### src/core/pma_regs.vh
// Register offsets, field positions, unlock keys and timing counts for the
// program memory access block. Included by the core top level and the checker.
`ifndef PMA_REGS_VH
`define PMA_REGS_VH

`define PMA_OFF_CTRL      12'h000
`define PMA_OFF_UNLOCK    12'h004
`define PMA_OFF_WORD_LO   12'h008
`define PMA_OFF_WORD_HI   12'h00C
`define PMA_OFF_LOC_LO    12'h010
`define PMA_OFF_LOC_HI    12'h014
`define PMA_OFF_IRQ_STAT  12'h018
`define PMA_OFF_IRQ_MASK  12'h01C
`define PMA_OFF_PTR_HI    12'h020
`define PMA_OFF_PTR_LO    12'h024
`define PMA_OFF_INDIRECT  12'h028

`define PMA_CTRL_RD       0
`define PMA_CTRL_WR       1
`define PMA_CTRL_ALLOW    2
`define PMA_CTRL_ABORT    3
`define PMA_CTRL_ERASE    4
`define PMA_CTRL_DENIED   5

`define PMA_IRQ_RD_DONE   0
`define PMA_IRQ_WR_DONE   1
`define PMA_IRQ_DENIED    2

`define PMA_PTR_PROG_BIT  7
`define PMA_UNLOCK_1      8'h55
`define PMA_UNLOCK_2      8'hAA

`define PMA_CLK_HZ        50000000
`define PMA_PROG_TIME_US  2000
`define PMA_PROG_CYCLES   ((`PMA_PROG_TIME_US * (`PMA_CLK_HZ / 1000)) / 1000)
`define PMA_READ_CYCLES   2

`endif

### src/core/pma_prog_timer.v
// Programming duration timer for flash write and erase.
// Assumes start is a one-cycle pulse while idle.
`timescale 1ns/100ps
`default_nettype none
module pma_prog_timer #(
    parameter integer CYCLES = 100000
) (
    input  wire clk_i,
    input  wire rst_i,
    input  wire start_i,
    output reg  busy_o,
    output reg  done_o
);
    reg [31:0] cnt_q;

    always @(posedge clk_i or posedge rst_i) begin
        if (rst_i) begin
            cnt_q  <= 32'h0;
            busy_o <= 1'b0;
            done_o <= 1'b0;
        end else begin
            done_o <= 1'b0;
            if (start_i && !busy_o) begin
                busy_o <= 1'b1;
                cnt_q  <= CYCLES - 1;
            end else if (busy_o) begin
                if (cnt_q == 32'h0) begin
                    busy_o <= 1'b0;
                    done_o <= 1'b1;
                end else begin
                    cnt_q <= cnt_q - 32'h1;
                end
            end
        end
    end
endmodule
`default_nettype wire

### src/core/pma_protect.v
// Protection decode: code protect for external programmer, write-protect range
// for self-write. Configuration inputs assumed static.
`timescale 1ns/100ps
`default_nettype none
module pma_protect #(
    parameter integer AW = 15
) (
    input  wire [1:0]    wp_range_i,
    input  wire          code_protect_n_i,
    input  wire          ext_mode_i,
    input  wire [AW-1:0] addr_i,
    input  wire [AW-1:0] mem_words_i,
    output reg           wr_ok_o,
    output wire          ext_rd_ok_o
);
    reg [AW-1:0] limit;

    // Range 11 off, 10 first quarter, 01 first half, 00 whole array
    always @* begin
        case (wp_range_i)
            2'b11:   limit = {AW{1'b0}};
            2'b10:   limit = mem_words_i >> 2;
            2'b01:   limit = mem_words_i >> 1;
            default: limit = {AW{1'b1}};
        endcase
        if (ext_mode_i)
            wr_ok_o = code_protect_n_i;
        else
            wr_ok_o = (wp_range_i == 2'b11) ? 1'b1 :
                      (wp_range_i == 2'b00) ? 1'b0 : (addr_i >= limit);
    end

    assign ext_rd_ok_o = !ext_mode_i || code_protect_n_i;
endmodule
`default_nettype wire

### src/core/pma_core.v
// Program memory access block: APB register file, indirect program read port,
// self-read/write engine with unlock, protection and interrupt.
// Assumes a flash macro with one-cycle read and a timed write/erase strobe.
//
// Overview of operation
// - pointer high bit 7 selects program memory
// - indirect move returns low eight bits
// - indirect writes never change program memory
// - program indirect read takes two extra cycles
// - software reads and writes flash while running
// - word low/high hold one 14-bit word
// - location low/high form 15-bit address
// - internal timer times write and erase
// - code protect blocks external programmer access
// - code protect leaves self-write unaffected
// - only programmer bulk erase or reset clears protection
// - write-protect range blocks self-write
// - write-protect range never limits programmer
// - read/program triggers set-only, hardware clears
// - writes need allow bit, clear at reset
// - abort flag is never set by hardware; reset clears it
//
// The APB interface to the registers and the register offsets were left to the implementer.
`timescale 1ns/100ps
`default_nettype none
`include "pma_regs.vh"
module pma_core #(
    parameter integer PROG_CYCLES = `PMA_PROG_CYCLES,
    parameter integer MEM_WORDS   = 4096
) (
    input  wire        SYS_CLK_I,
    input  wire        SYS_RST_I,
    input  wire        PSEL_I,
    input  wire        PENABLE_I,
    input  wire        PWRITE_I,
    input  wire [11:0] PADDR_I,
    input  wire [31:0] PWDATA_I,
    output reg  [31:0] PRDATA_O,
    output wire        PREADY_O,
    output wire        PSLVERR_O,
    output wire        IRQ_O,
    input  wire        CODE_PROTECT_N_I,
    input  wire [1:0]  WRITE_PROTECT_RANGE_I,
    input  wire        EXT_MODE_I,
    input  wire        EXT_BULK_ERASE_I,
    output reg  [14:0] FLASH_ADDR_O,
    output reg         FLASH_RD_O,
    input  wire [13:0] FLASH_RDATA_I,
    output reg         FLASH_WR_O,
    output reg         FLASH_ERASE_O,
    output reg         FLASH_BULK_ERASE_O,
    output reg  [13:0] FLASH_WDATA_O
);
    localparam ST_IDLE = 2'd0;
    localparam ST_READ = 2'd1;
    localparam ST_PROG = 2'd2;
    localparam ST_IND  = 2'd3;

    reg [1:0]  state_q;
    reg [7:0]  ptr_hi_q;
    reg [7:0]  ptr_lo_q;
    reg [7:0]  word_lo_q;
    reg [5:0]  word_hi_q;
    reg [7:0]  loc_lo_q;
    reg [6:0]  loc_hi_q;
    reg        rd_q;
    reg        wr_q;
    reg        erase_q;
    reg        allow_q;
    reg        abort_q;
    reg        denied_q;
    reg [1:0]  unlock_q;
    reg [2:0]  irq_stat_q;
    reg [2:0]  irq_mask_q;
    reg [7:0]  ind_data_q;
    reg        ind_done_q;
    reg        rd_wait_q;
    reg        wr_pending_q;
    reg        code_prot_q;
    reg        timer_start;
    reg        bulk_q;
    wire       timer_busy;
    wire       timer_done;
    wire       wr_ok;
    wire       ext_rd_ok;
    wire [14:0] loc;

    // abort pending follows ST_PROG and is cleared by the same reset (abort never set here)
    reg        abort_pend_q;

    wire setup   = PSEL_I && !PENABLE_I;
    wire access  = PSEL_I && PENABLE_I;
    wire ind_rd  = access && !PWRITE_I && PADDR_I == `PMA_OFF_INDIRECT;
    wire ind_prog = ptr_hi_q[`PMA_PTR_PROG_BIT];
    wire wr_en   = access && PWRITE_I && PREADY_O;
    wire rd_set  = wr_en && PADDR_I == `PMA_OFF_CTRL && PWDATA_I[`PMA_CTRL_RD];
    wire wr_set  = wr_en && PADDR_I == `PMA_OFF_CTRL && PWDATA_I[`PMA_CTRL_WR];
    // Allow bit is taken from the same control write as the trigger
    wire wr_grant = unlock_q == 2'd2 && PWDATA_I[`PMA_CTRL_ALLOW] && wr_ok;
    // Fetch starts in the setup cycle so data is ready after two waits
    wire ind_start = PSEL_I && !PWRITE_I && PADDR_I == `PMA_OFF_INDIRECT
                     && ind_prog && !ind_done_q;

    assign loc       = {loc_hi_q, loc_lo_q};
    assign PSLVERR_O = 1'b0;
    // Indirect program reads stall two extra cycles
    assign PREADY_O  = !(ind_rd && ind_prog && !ind_done_q);
    assign IRQ_O     = |(irq_stat_q & irq_mask_q);

    function [31:0] pma_rd_mux;
        input [11:0] a;
        begin
            case (a)
                `PMA_OFF_CTRL:     pma_rd_mux = {26'h0, denied_q, erase_q, abort_q,
                                                 allow_q, wr_q, rd_q};
                `PMA_OFF_UNLOCK:   pma_rd_mux = 32'h0;
                `PMA_OFF_WORD_LO:  pma_rd_mux = {24'h0, word_lo_q};
                `PMA_OFF_WORD_HI:  pma_rd_mux = {26'h0, word_hi_q};
                `PMA_OFF_LOC_LO:   pma_rd_mux = {24'h0, loc_lo_q};
                `PMA_OFF_LOC_HI:   pma_rd_mux = {25'h0, loc_hi_q};
                `PMA_OFF_IRQ_STAT: pma_rd_mux = {29'h0, irq_stat_q};
                `PMA_OFF_IRQ_MASK: pma_rd_mux = {29'h0, irq_mask_q};
                `PMA_OFF_PTR_HI:   pma_rd_mux = {24'h0, ptr_hi_q};
                `PMA_OFF_PTR_LO:   pma_rd_mux = {24'h0, ptr_lo_q};
                default:           pma_rd_mux = 32'h0;
            endcase
        end
    endfunction

    pma_prog_timer #(
        .CYCLES (PROG_CYCLES)
    ) u_timer (
        .clk_i   (SYS_CLK_I),
        .rst_i   (SYS_RST_I),
        .start_i (timer_start),
        .busy_o  (timer_busy),
        .done_o  (timer_done)
    );

    pma_protect #(
        .AW (15)
    ) u_prot (
        .wp_range_i       (WRITE_PROTECT_RANGE_I),
        .code_protect_n_i (code_prot_q),
        .ext_mode_i       (EXT_MODE_I),
        .addr_i           (loc),
        .mem_words_i      (MEM_WORDS[14:0]),
        .wr_ok_o          (wr_ok),
        .ext_rd_ok_o      (ext_rd_ok)
    );

    always @* begin
        timer_start = (state_q == ST_IDLE) && wr_pending_q && allow_q && wr_ok;
    end

    // Read data path
    always @(posedge SYS_CLK_I or posedge SYS_RST_I) begin
        if (SYS_RST_I) begin
            PRDATA_O <= 32'h0;
        end else if (state_q == ST_IND && rd_wait_q) begin
            PRDATA_O <= {24'h0, FLASH_RDATA_I[7:0]};
        end else if (setup) begin
            PRDATA_O <= pma_rd_mux(PADDR_I);
        end
    end

    // CODE_PROTECT_N_I low sticks in code-protect copy; only bulk erase or reset clears it
    always @(posedge SYS_CLK_I or posedge SYS_RST_I) begin
        if (SYS_RST_I) begin
            code_prot_q <= 1'b1;
            bulk_q      <= 1'b0;
        end else begin
            bulk_q <= EXT_MODE_I && EXT_BULK_ERASE_I;
            if (bulk_q)
                code_prot_q <= 1'b1;
            else
                code_prot_q <= CODE_PROTECT_N_I && code_prot_q;
        end
    end

    always @(posedge SYS_CLK_I or posedge SYS_RST_I) begin
        if (SYS_RST_I) begin
            abort_pend_q <= 1'b0;
        end else begin
            abort_pend_q <= (state_q == ST_PROG);
        end
    end

    // Main control
    always @(posedge SYS_CLK_I or posedge SYS_RST_I) begin
        if (SYS_RST_I) begin
            state_q            <= ST_IDLE;
            ptr_hi_q           <= 8'h00;
            ptr_lo_q           <= 8'h00;
            word_lo_q          <= 8'h00;
            word_hi_q          <= 6'h00;
            loc_lo_q           <= 8'h00;
            loc_hi_q           <= 7'h00;
            rd_q               <= 1'b0;
            wr_q               <= 1'b0;
            erase_q            <= 1'b0;
            allow_q            <= 1'b0;
            abort_q            <= 1'b0;
            denied_q           <= 1'b0;
            unlock_q           <= 2'd0;
            irq_stat_q         <= 3'h0;
            irq_mask_q         <= 3'h0;
            ind_data_q         <= 8'h00;
            ind_done_q         <= 1'b0;
            rd_wait_q          <= 1'b0;
            wr_pending_q       <= 1'b0;
            FLASH_ADDR_O       <= 15'h0000;
            FLASH_RD_O         <= 1'b0;
            FLASH_WR_O         <= 1'b0;
            FLASH_ERASE_O      <= 1'b0;
            FLASH_BULK_ERASE_O <= 1'b0;
            FLASH_WDATA_O      <= 14'h0000;
        end else begin
            FLASH_RD_O         <= 1'b0;
            FLASH_WR_O         <= 1'b0;
            FLASH_ERASE_O      <= 1'b0;
            FLASH_BULK_ERASE_O <= bulk_q;
            if (abort_pend_q && state_q == ST_IDLE && !abort_q && 1'b0)
                abort_q <= 1'b1;
            if (wr_en) begin
                case (PADDR_I)
                    `PMA_OFF_CTRL: begin
                        allow_q <= PWDATA_I[`PMA_CTRL_ALLOW];
                        erase_q <= PWDATA_I[`PMA_CTRL_ERASE];
                        if (!PWDATA_I[`PMA_CTRL_ABORT])
                            abort_q <= 1'b0;
                        if (!PWDATA_I[`PMA_CTRL_DENIED])
                            denied_q <= 1'b0;
                    end
                    `PMA_OFF_UNLOCK: begin
                        if (unlock_q == 2'd0 && PWDATA_I[7:0] == `PMA_UNLOCK_1)
                            unlock_q <= 2'd1;
                        else if (unlock_q == 2'd1 && PWDATA_I[7:0] == `PMA_UNLOCK_2)
                            unlock_q <= 2'd2;
                        else
                            unlock_q <= 2'd0;
                    end
                    `PMA_OFF_WORD_LO:  word_lo_q  <= PWDATA_I[7:0];
                    `PMA_OFF_WORD_HI:  word_hi_q  <= PWDATA_I[5:0];
                    `PMA_OFF_LOC_LO:   loc_lo_q   <= PWDATA_I[7:0];
                    `PMA_OFF_LOC_HI:   loc_hi_q   <= PWDATA_I[6:0];
                    `PMA_OFF_IRQ_MASK: irq_mask_q <= PWDATA_I[2:0];
                    `PMA_OFF_PTR_HI:   ptr_hi_q   <= PWDATA_I[7:0];
                    `PMA_OFF_PTR_LO:   ptr_lo_q   <= PWDATA_I[7:0];
                    `PMA_OFF_INDIRECT: ;
                    default: ;
                endcase
            end
            // Triggers only set by software
            if (rd_set && state_q == ST_IDLE)
                rd_q <= 1'b1;
            if (wr_set && state_q == ST_IDLE) begin
                if (wr_grant) begin
                    wr_q         <= 1'b1;
                    wr_pending_q <= 1'b1;
                end else begin
                    denied_q <= 1'b1;
                end
                unlock_q <= 2'd0;
            end
            case (state_q)
                ST_IDLE: begin
                    ind_done_q <= 1'b0;
                    if (timer_start) begin
                        state_q       <= ST_PROG;
                        FLASH_ADDR_O  <= loc;
                        FLASH_WDATA_O <= {word_hi_q, word_lo_q};
                        FLASH_WR_O    <= !erase_q;
                        FLASH_ERASE_O <= erase_q;
                        wr_pending_q  <= 1'b0;
                    end else if (rd_q && ext_rd_ok) begin
                        state_q      <= ST_READ;
                        FLASH_ADDR_O <= loc;
                        FLASH_RD_O   <= 1'b1;
                        rd_wait_q    <= 1'b0;
                    end else if (ind_start) begin
                        state_q      <= ST_IND;
                        FLASH_ADDR_O <= {ptr_hi_q[6:0], ptr_lo_q};
                        FLASH_RD_O   <= 1'b1;
                        rd_wait_q    <= 1'b0;
                    end
                end
                ST_READ: begin
                    rd_wait_q <= 1'b1;
                    if (rd_wait_q) begin
                        word_lo_q     <= FLASH_RDATA_I[7:0];
                        word_hi_q     <= FLASH_RDATA_I[13:8];
                        rd_q          <= 1'b0;
                        irq_stat_q[`PMA_IRQ_RD_DONE] <= 1'b1;
                        state_q       <= ST_IDLE;
                    end
                end
                ST_IND: begin
                    rd_wait_q <= 1'b1;
                    if (rd_wait_q) begin
                        ind_data_q <= FLASH_RDATA_I[7:0];
                        ind_done_q <= 1'b1;
                        state_q    <= ST_IDLE;
                    end
                end
                ST_PROG: begin
                    if (timer_done) begin
                        wr_q    <= 1'b0;
                        irq_stat_q[`PMA_IRQ_WR_DONE] <= 1'b1;
                        state_q <= ST_IDLE;
                    end
                end
                default: state_q <= ST_IDLE;
            endcase
            if (wr_set && state_q == ST_IDLE && !wr_grant)
                irq_stat_q[`PMA_IRQ_DENIED] <= 1'b1;
            // Write-one-to-clear; a same-cycle set wins
            if (wr_en && PADDR_I == `PMA_OFF_IRQ_STAT)
                irq_stat_q <= (irq_stat_q & ~PWDATA_I[2:0])
                              | {wr_set && state_q == ST_IDLE
                                 && !wr_grant,
                                 state_q == ST_PROG && timer_done,
                                 state_q == ST_READ && rd_wait_q};
        end
    end
endmodule
`default_nettype wire

### config.mk
export PLATFORM = sky130hd
export DESIGN_NAME = pma_core
export DESIGN_NICKNAME = d
export VERILOG_FILES = /design/src/core/pma_prog_timer.v /design/src/core/pma_protect.v /design/src/core/pma_core.v
export VERILOG_INCLUDE_DIRS = /design/src /design/src/core
export SDC_FILE = /design/constraint.sdc
export NUM_CORES = 1
export LEC_CHECK = 0
export BUFFER_PORTS_ARGS = -buffer_cell sky130_fd_sc_hd__buf_2
export CORE_MARGIN = 2
export CORE_UTILIZATION = 56
export DETAILED_ROUTE_END_ITERATION = 8
export GPL_TIMING_DRIVEN = 0
export PLACE_DENSITY = 0.91
export SLEW_MARGIN = 30
export SYNTH_ARGS = -nofsm -noshare
export SYNTH_HDL_FRONTEND = slang
export SYNTH_SLANG_ARGS = --single-unit
### constraint.sdc
create_clock -name SYS_CLK_I -period 4.4 [get_ports SYS_CLK_I]
set_input_delay 0.22 -clock SYS_CLK_I [delete_from_list [all_inputs] [get_ports SYS_CLK_I]]
set_output_delay 0.22 -clock SYS_CLK_I [all_outputs]
set_load 0.005 [all_outputs]
==> key figures <==
Placed design
  – Port bufs: 85
  – DP Worst Slack: approximately 0.68 ns
  – Routability cong.: 0.9296
  – DP HPWL: about 14 mm

Logic synthesis
  – Mean Syn Cell Area: between 10 and 15 sq um
  – Mapped cell area: 0.007508 sq mm
  – Synth Warn #: 0
  – Top_reg_cell synth: dfrtp_1
  – Post-synth EDFFs: 0
  – Asr flop ratio synth: 100.0%
  – Synth Instances: 720
  – Netlist cell types: 80
  – FF+latch count, synth: 140
  – Post-synthesis sequential area ratio: 46.68%

Clock network
  – CTS buffer count: 17
  – Skew-Pair Late Insertion Delay: 0.43 ns
  – Clk sinks: 140
  – CTS clk-pin slew, worst paths: 0.06 ns
  – CTS tree: done
  – H-tree levels: 4
  – Clock Tree Buf Depth: 2
  – Setup bufs post-CTS: 0
  – Root buffer cell: clkbuf_16

Critical path
  – Crit-path cells: buf_2 -> nor2_1 -> inv_1 -> ha_1 -> nor4_1 -> a311oi_1 -> and4_1 -> clkbuf_1 -> nand2_1 -> buf_2 -> clkbuf_1 -> nor2_1
  – Critical Path Fanout Max: 10
  – Delay of the slowest cell on the worst path: 0.48 ns
  – Largest delay share family, worst path: simple AND/OR/NAND/NOR gates
  – CP bufs+invs: 5
  – Worst setup EP type: register
  – Worst setup SP type: input port
  – Worst Reg2Reg Path Length in Cells: 9
  – Data arrival, critical path: around 3.7 ns
  – CP max-delay cell: clkbuf_1
  – R2r setup slk: 1.09 ns
  – R2R Path Start: loc_hi_q[4]
  – Type of the worst setup path: in2reg
  – Worst r2r dst: FLASH_WR_O
  – Data required time of the worst path: roughly 4.7 ns

STA
  – Unrepaired setup endpoints after global routing: no
  – F_max: 296.0 MHz
  – Count of final hold-check violations: 0
  – Slew margin rel.: 32.42%
  – Clock Skew: 0.009132 ns
  – Final min period: 3.378 ns
  – Worst setup margin: 1.022 ns
  – Final setup viols: 0
  – Slew of the pin with the lowest slew margin: 1.004 ns
  – Final Cycle Share: 76.78%
  – Fin. max-slew vios: 0

Global route
  – Global-route wire length before repair: 32.81 mm
  – GRT overflow: 0
  – Initial antenna violation count: 0
  – Total track usage: between 20% and 30%
  – Vias in the first global route: a little over 6000
  – Largest net degree at the start of global routing: 73

Finish
  – Ant. Diodes: 0
  – Share of cells above drive strength 1: 26.36%
  – Area Overhead vs Synth: 18.60%
  – Net count reported at finish: 932

Die
  – Initial core utilization: 56.92%
  – Core area: ~0.013 sq mm
  – Full die area: 0.01435 sq mm
  – Die W: ~120 um
  – Site Rows: 42
  – I/O Pins: 136
  – Die height: 119.8 um

Job
  – Max_cap viols: 0

Route
  – Via-per-instance ratio: between 6 and 7
  – WL per Instance: 19.60 um
  – Initial drt markers: 614
  – Final WL: 20.40 mm
  – Drt first pass iters: 5
  – DRC: 0
  – Vias: about 6400
  – Routed Antenna Nets: 0

Pwr
  – Total power: ~0.0029 W
  – Peak VDD IR: about 270 uV
  – Leakage: 4.273 nW
  – Pwr per Cell Area: between 300 and 400 mW/mm^2

Hold path
  – Hold Crit Endpoint: word_hi_q[3]
  – WHS Path Cells: 3
  – Worst Hold Launch: FLASH_RDATA_I[11]
  – Hold crit path type: in2reg

Status
  – Status: finished, final reports clean
worst max path at each step:
stage | startpoint | to | cells past startpoint
final | WRITE_PROTECT_RANGE_I[1] | FLASH_WR_O | 12
after global routing | WRITE_PROTECT_RANGE_I[1] | FLASH_ADDR_O[8] | 12
after CTS | WRITE_PROTECT_RANGE_I[1] | FLASH_WR_O | 12
after detailed placement | WRITE_PROTECT_RANGE_I[1] | FLASH_ADDR_O[8] | 12
after global placement | SYS_RST_I | ptr_lo_q[6] | 2
after floorplan | SYS_RST_I | FLASH_ADDR_O[0] | 1
flip-flops by register name, summed over array words and instances, names as in the netlist, 2 cells and up:
register       flops
irq_mask_q         3
loc_hi_q           7
unlock_q           2
ptr_lo_q           8
loc_lo_q           8
PRDATA_O           8
FLASH_WDATA_O     14
irq_stat_q         3
u_timer.cnt_q     32
FLASH_ADDR_O      15
word_lo_q          8
state_q            2
word_hi_q          6
ptr_hi_q           8
layout make-up:
| cell class | count | area [sq um] |
|---|---|---|
| Tap cell | 176 | 220.2 |
| Multi-Input combinational cell | 525 | 3666 |
| Inverter | 17 | 71.32 |
| Sequential cell | 140 | 3505 |
| Fill cell | 968 | 4285 |
| Buffer | 62 | 364.1 |
| Clock buffer | 21 | 470.5 |
| Clock inverter | 10 | 115.1 |
| Timing Repair Buffer | 90 | 493.0 |
power by group:
part	switching (W)	total (W)	internal (W)
Clock	0.000556	0.00143	0.000876
Sequential	0.00000154	0.00129	0.00129
Combinational	0.0000994	0.000154	0.0000549
layer usage:
layer,routed length [um],GRT usage [%],vias to the layer above
li1,-,-,2852
met1,8150,38.89,3089
met2,9409,46.18,397
met3,2078,7.890,70
met4,761,13.60,0
met5,0,0,-
stage by stage:
stage	area [sq um]	util [%]	TNS [ns]	hold WS, ns	instances
3_5_place_dp	8279	62.77	0	0.3080	1006
5_1_grt	8905	67.51	0	0.01507	1041
4_1_cts	8905	67.51	0	0.003195	1041
3_3_place_gp	8244	62.50	-144.61	0.3623	1005
2_1_floorplan	7599	-	0	0.3380	744
6_report	8905	67.51	0	0.008931	1041
worst reg2reg max path, stage by stage, from the launching register on:
cell      delay (ns)
dfrtp_1         0.43
ha_1            0.22
nor4_1          0.40
a311oi_1        0.26
and4_1          0.26
clkbuf_1        0.18
nand2_1         0.42
buf_2           0.39
clkbuf_1        0.48
nor2_1          0.13
cell usage in the layout (no fill, tap or decap), types with 6 or more instances in the layout:
master	synthesis	routed
nand2_1	71	71
o21ai_2	6	6
o21ai_1	9	9
buf_2	3	88
nor4_1	12	12
nor2_1	38	38
dfrtp_1	139	139
clkbuf_1	27	28
mux2_2	51	51
o21ai_0	31	31
conb_1	1	25
a22oi_1	6	6
a2bb2oi_1	14	14
a31oi_1	6	6
buf_4	27	27
mux2i_1	35	35
clkbuf_16	0	17
xnor2_1	14	14
or3_1	6	6
nand3_1	19	19
nand2b_1	12	12
ha_1	11	11
o22ai_1	17	17
or4_1	8	8
inv_1	17	16
a21oi_1	17	17
nor3_1	22	22
timing repair:
action                                 in CTS  in global routing
resized for setup                           0                  0
hold buffers                                4                  0
endpoints found under the hold margin      71                  0
logic make-up (layout without fill, tap and decap cells):
family | after synthesis | count (layout) | synth area share [%]
simple gates | 232 | 232 | 17.23
buf+inv | 79 | 200 | 5.699
flops | 140 | 140 | 46.68
xor+xnor | 18 | 18 | 2.100
fa+ha+maj | 11 | 11 | 1.833
mux | 86 | 86 | 12.31
compound gates | 153 | 153 | 14.10
other cells | 1 | 25 | 0.04994
cell usage after synthesis (8+ instances only):
cell	n	area share (%)
buf_4	27	2.7
mux2i_1	35	4.7
clkbuf_1	27	1.3
o21ai_0	31	2.1
o22ai_1	17	1.4
ha_1	11	1.8
inv_1	17	0.85
a21oi_1	17	1.1
a2bb2oi_1	14	1.6
nand2_1	71	3.5
nor4_1	12	1.0
mux2_2	51	7.6
or4_1	8	0.80
o21ai_1	9	0.60
dfrtp_1	139	46
nor2_1	38	1.9
nand3_1	19	1.3
xnor2_1	14	1.6
nor3_1	22	1.5
nand2b_1	12	1.0
Power figures use the tool's default switching activity.
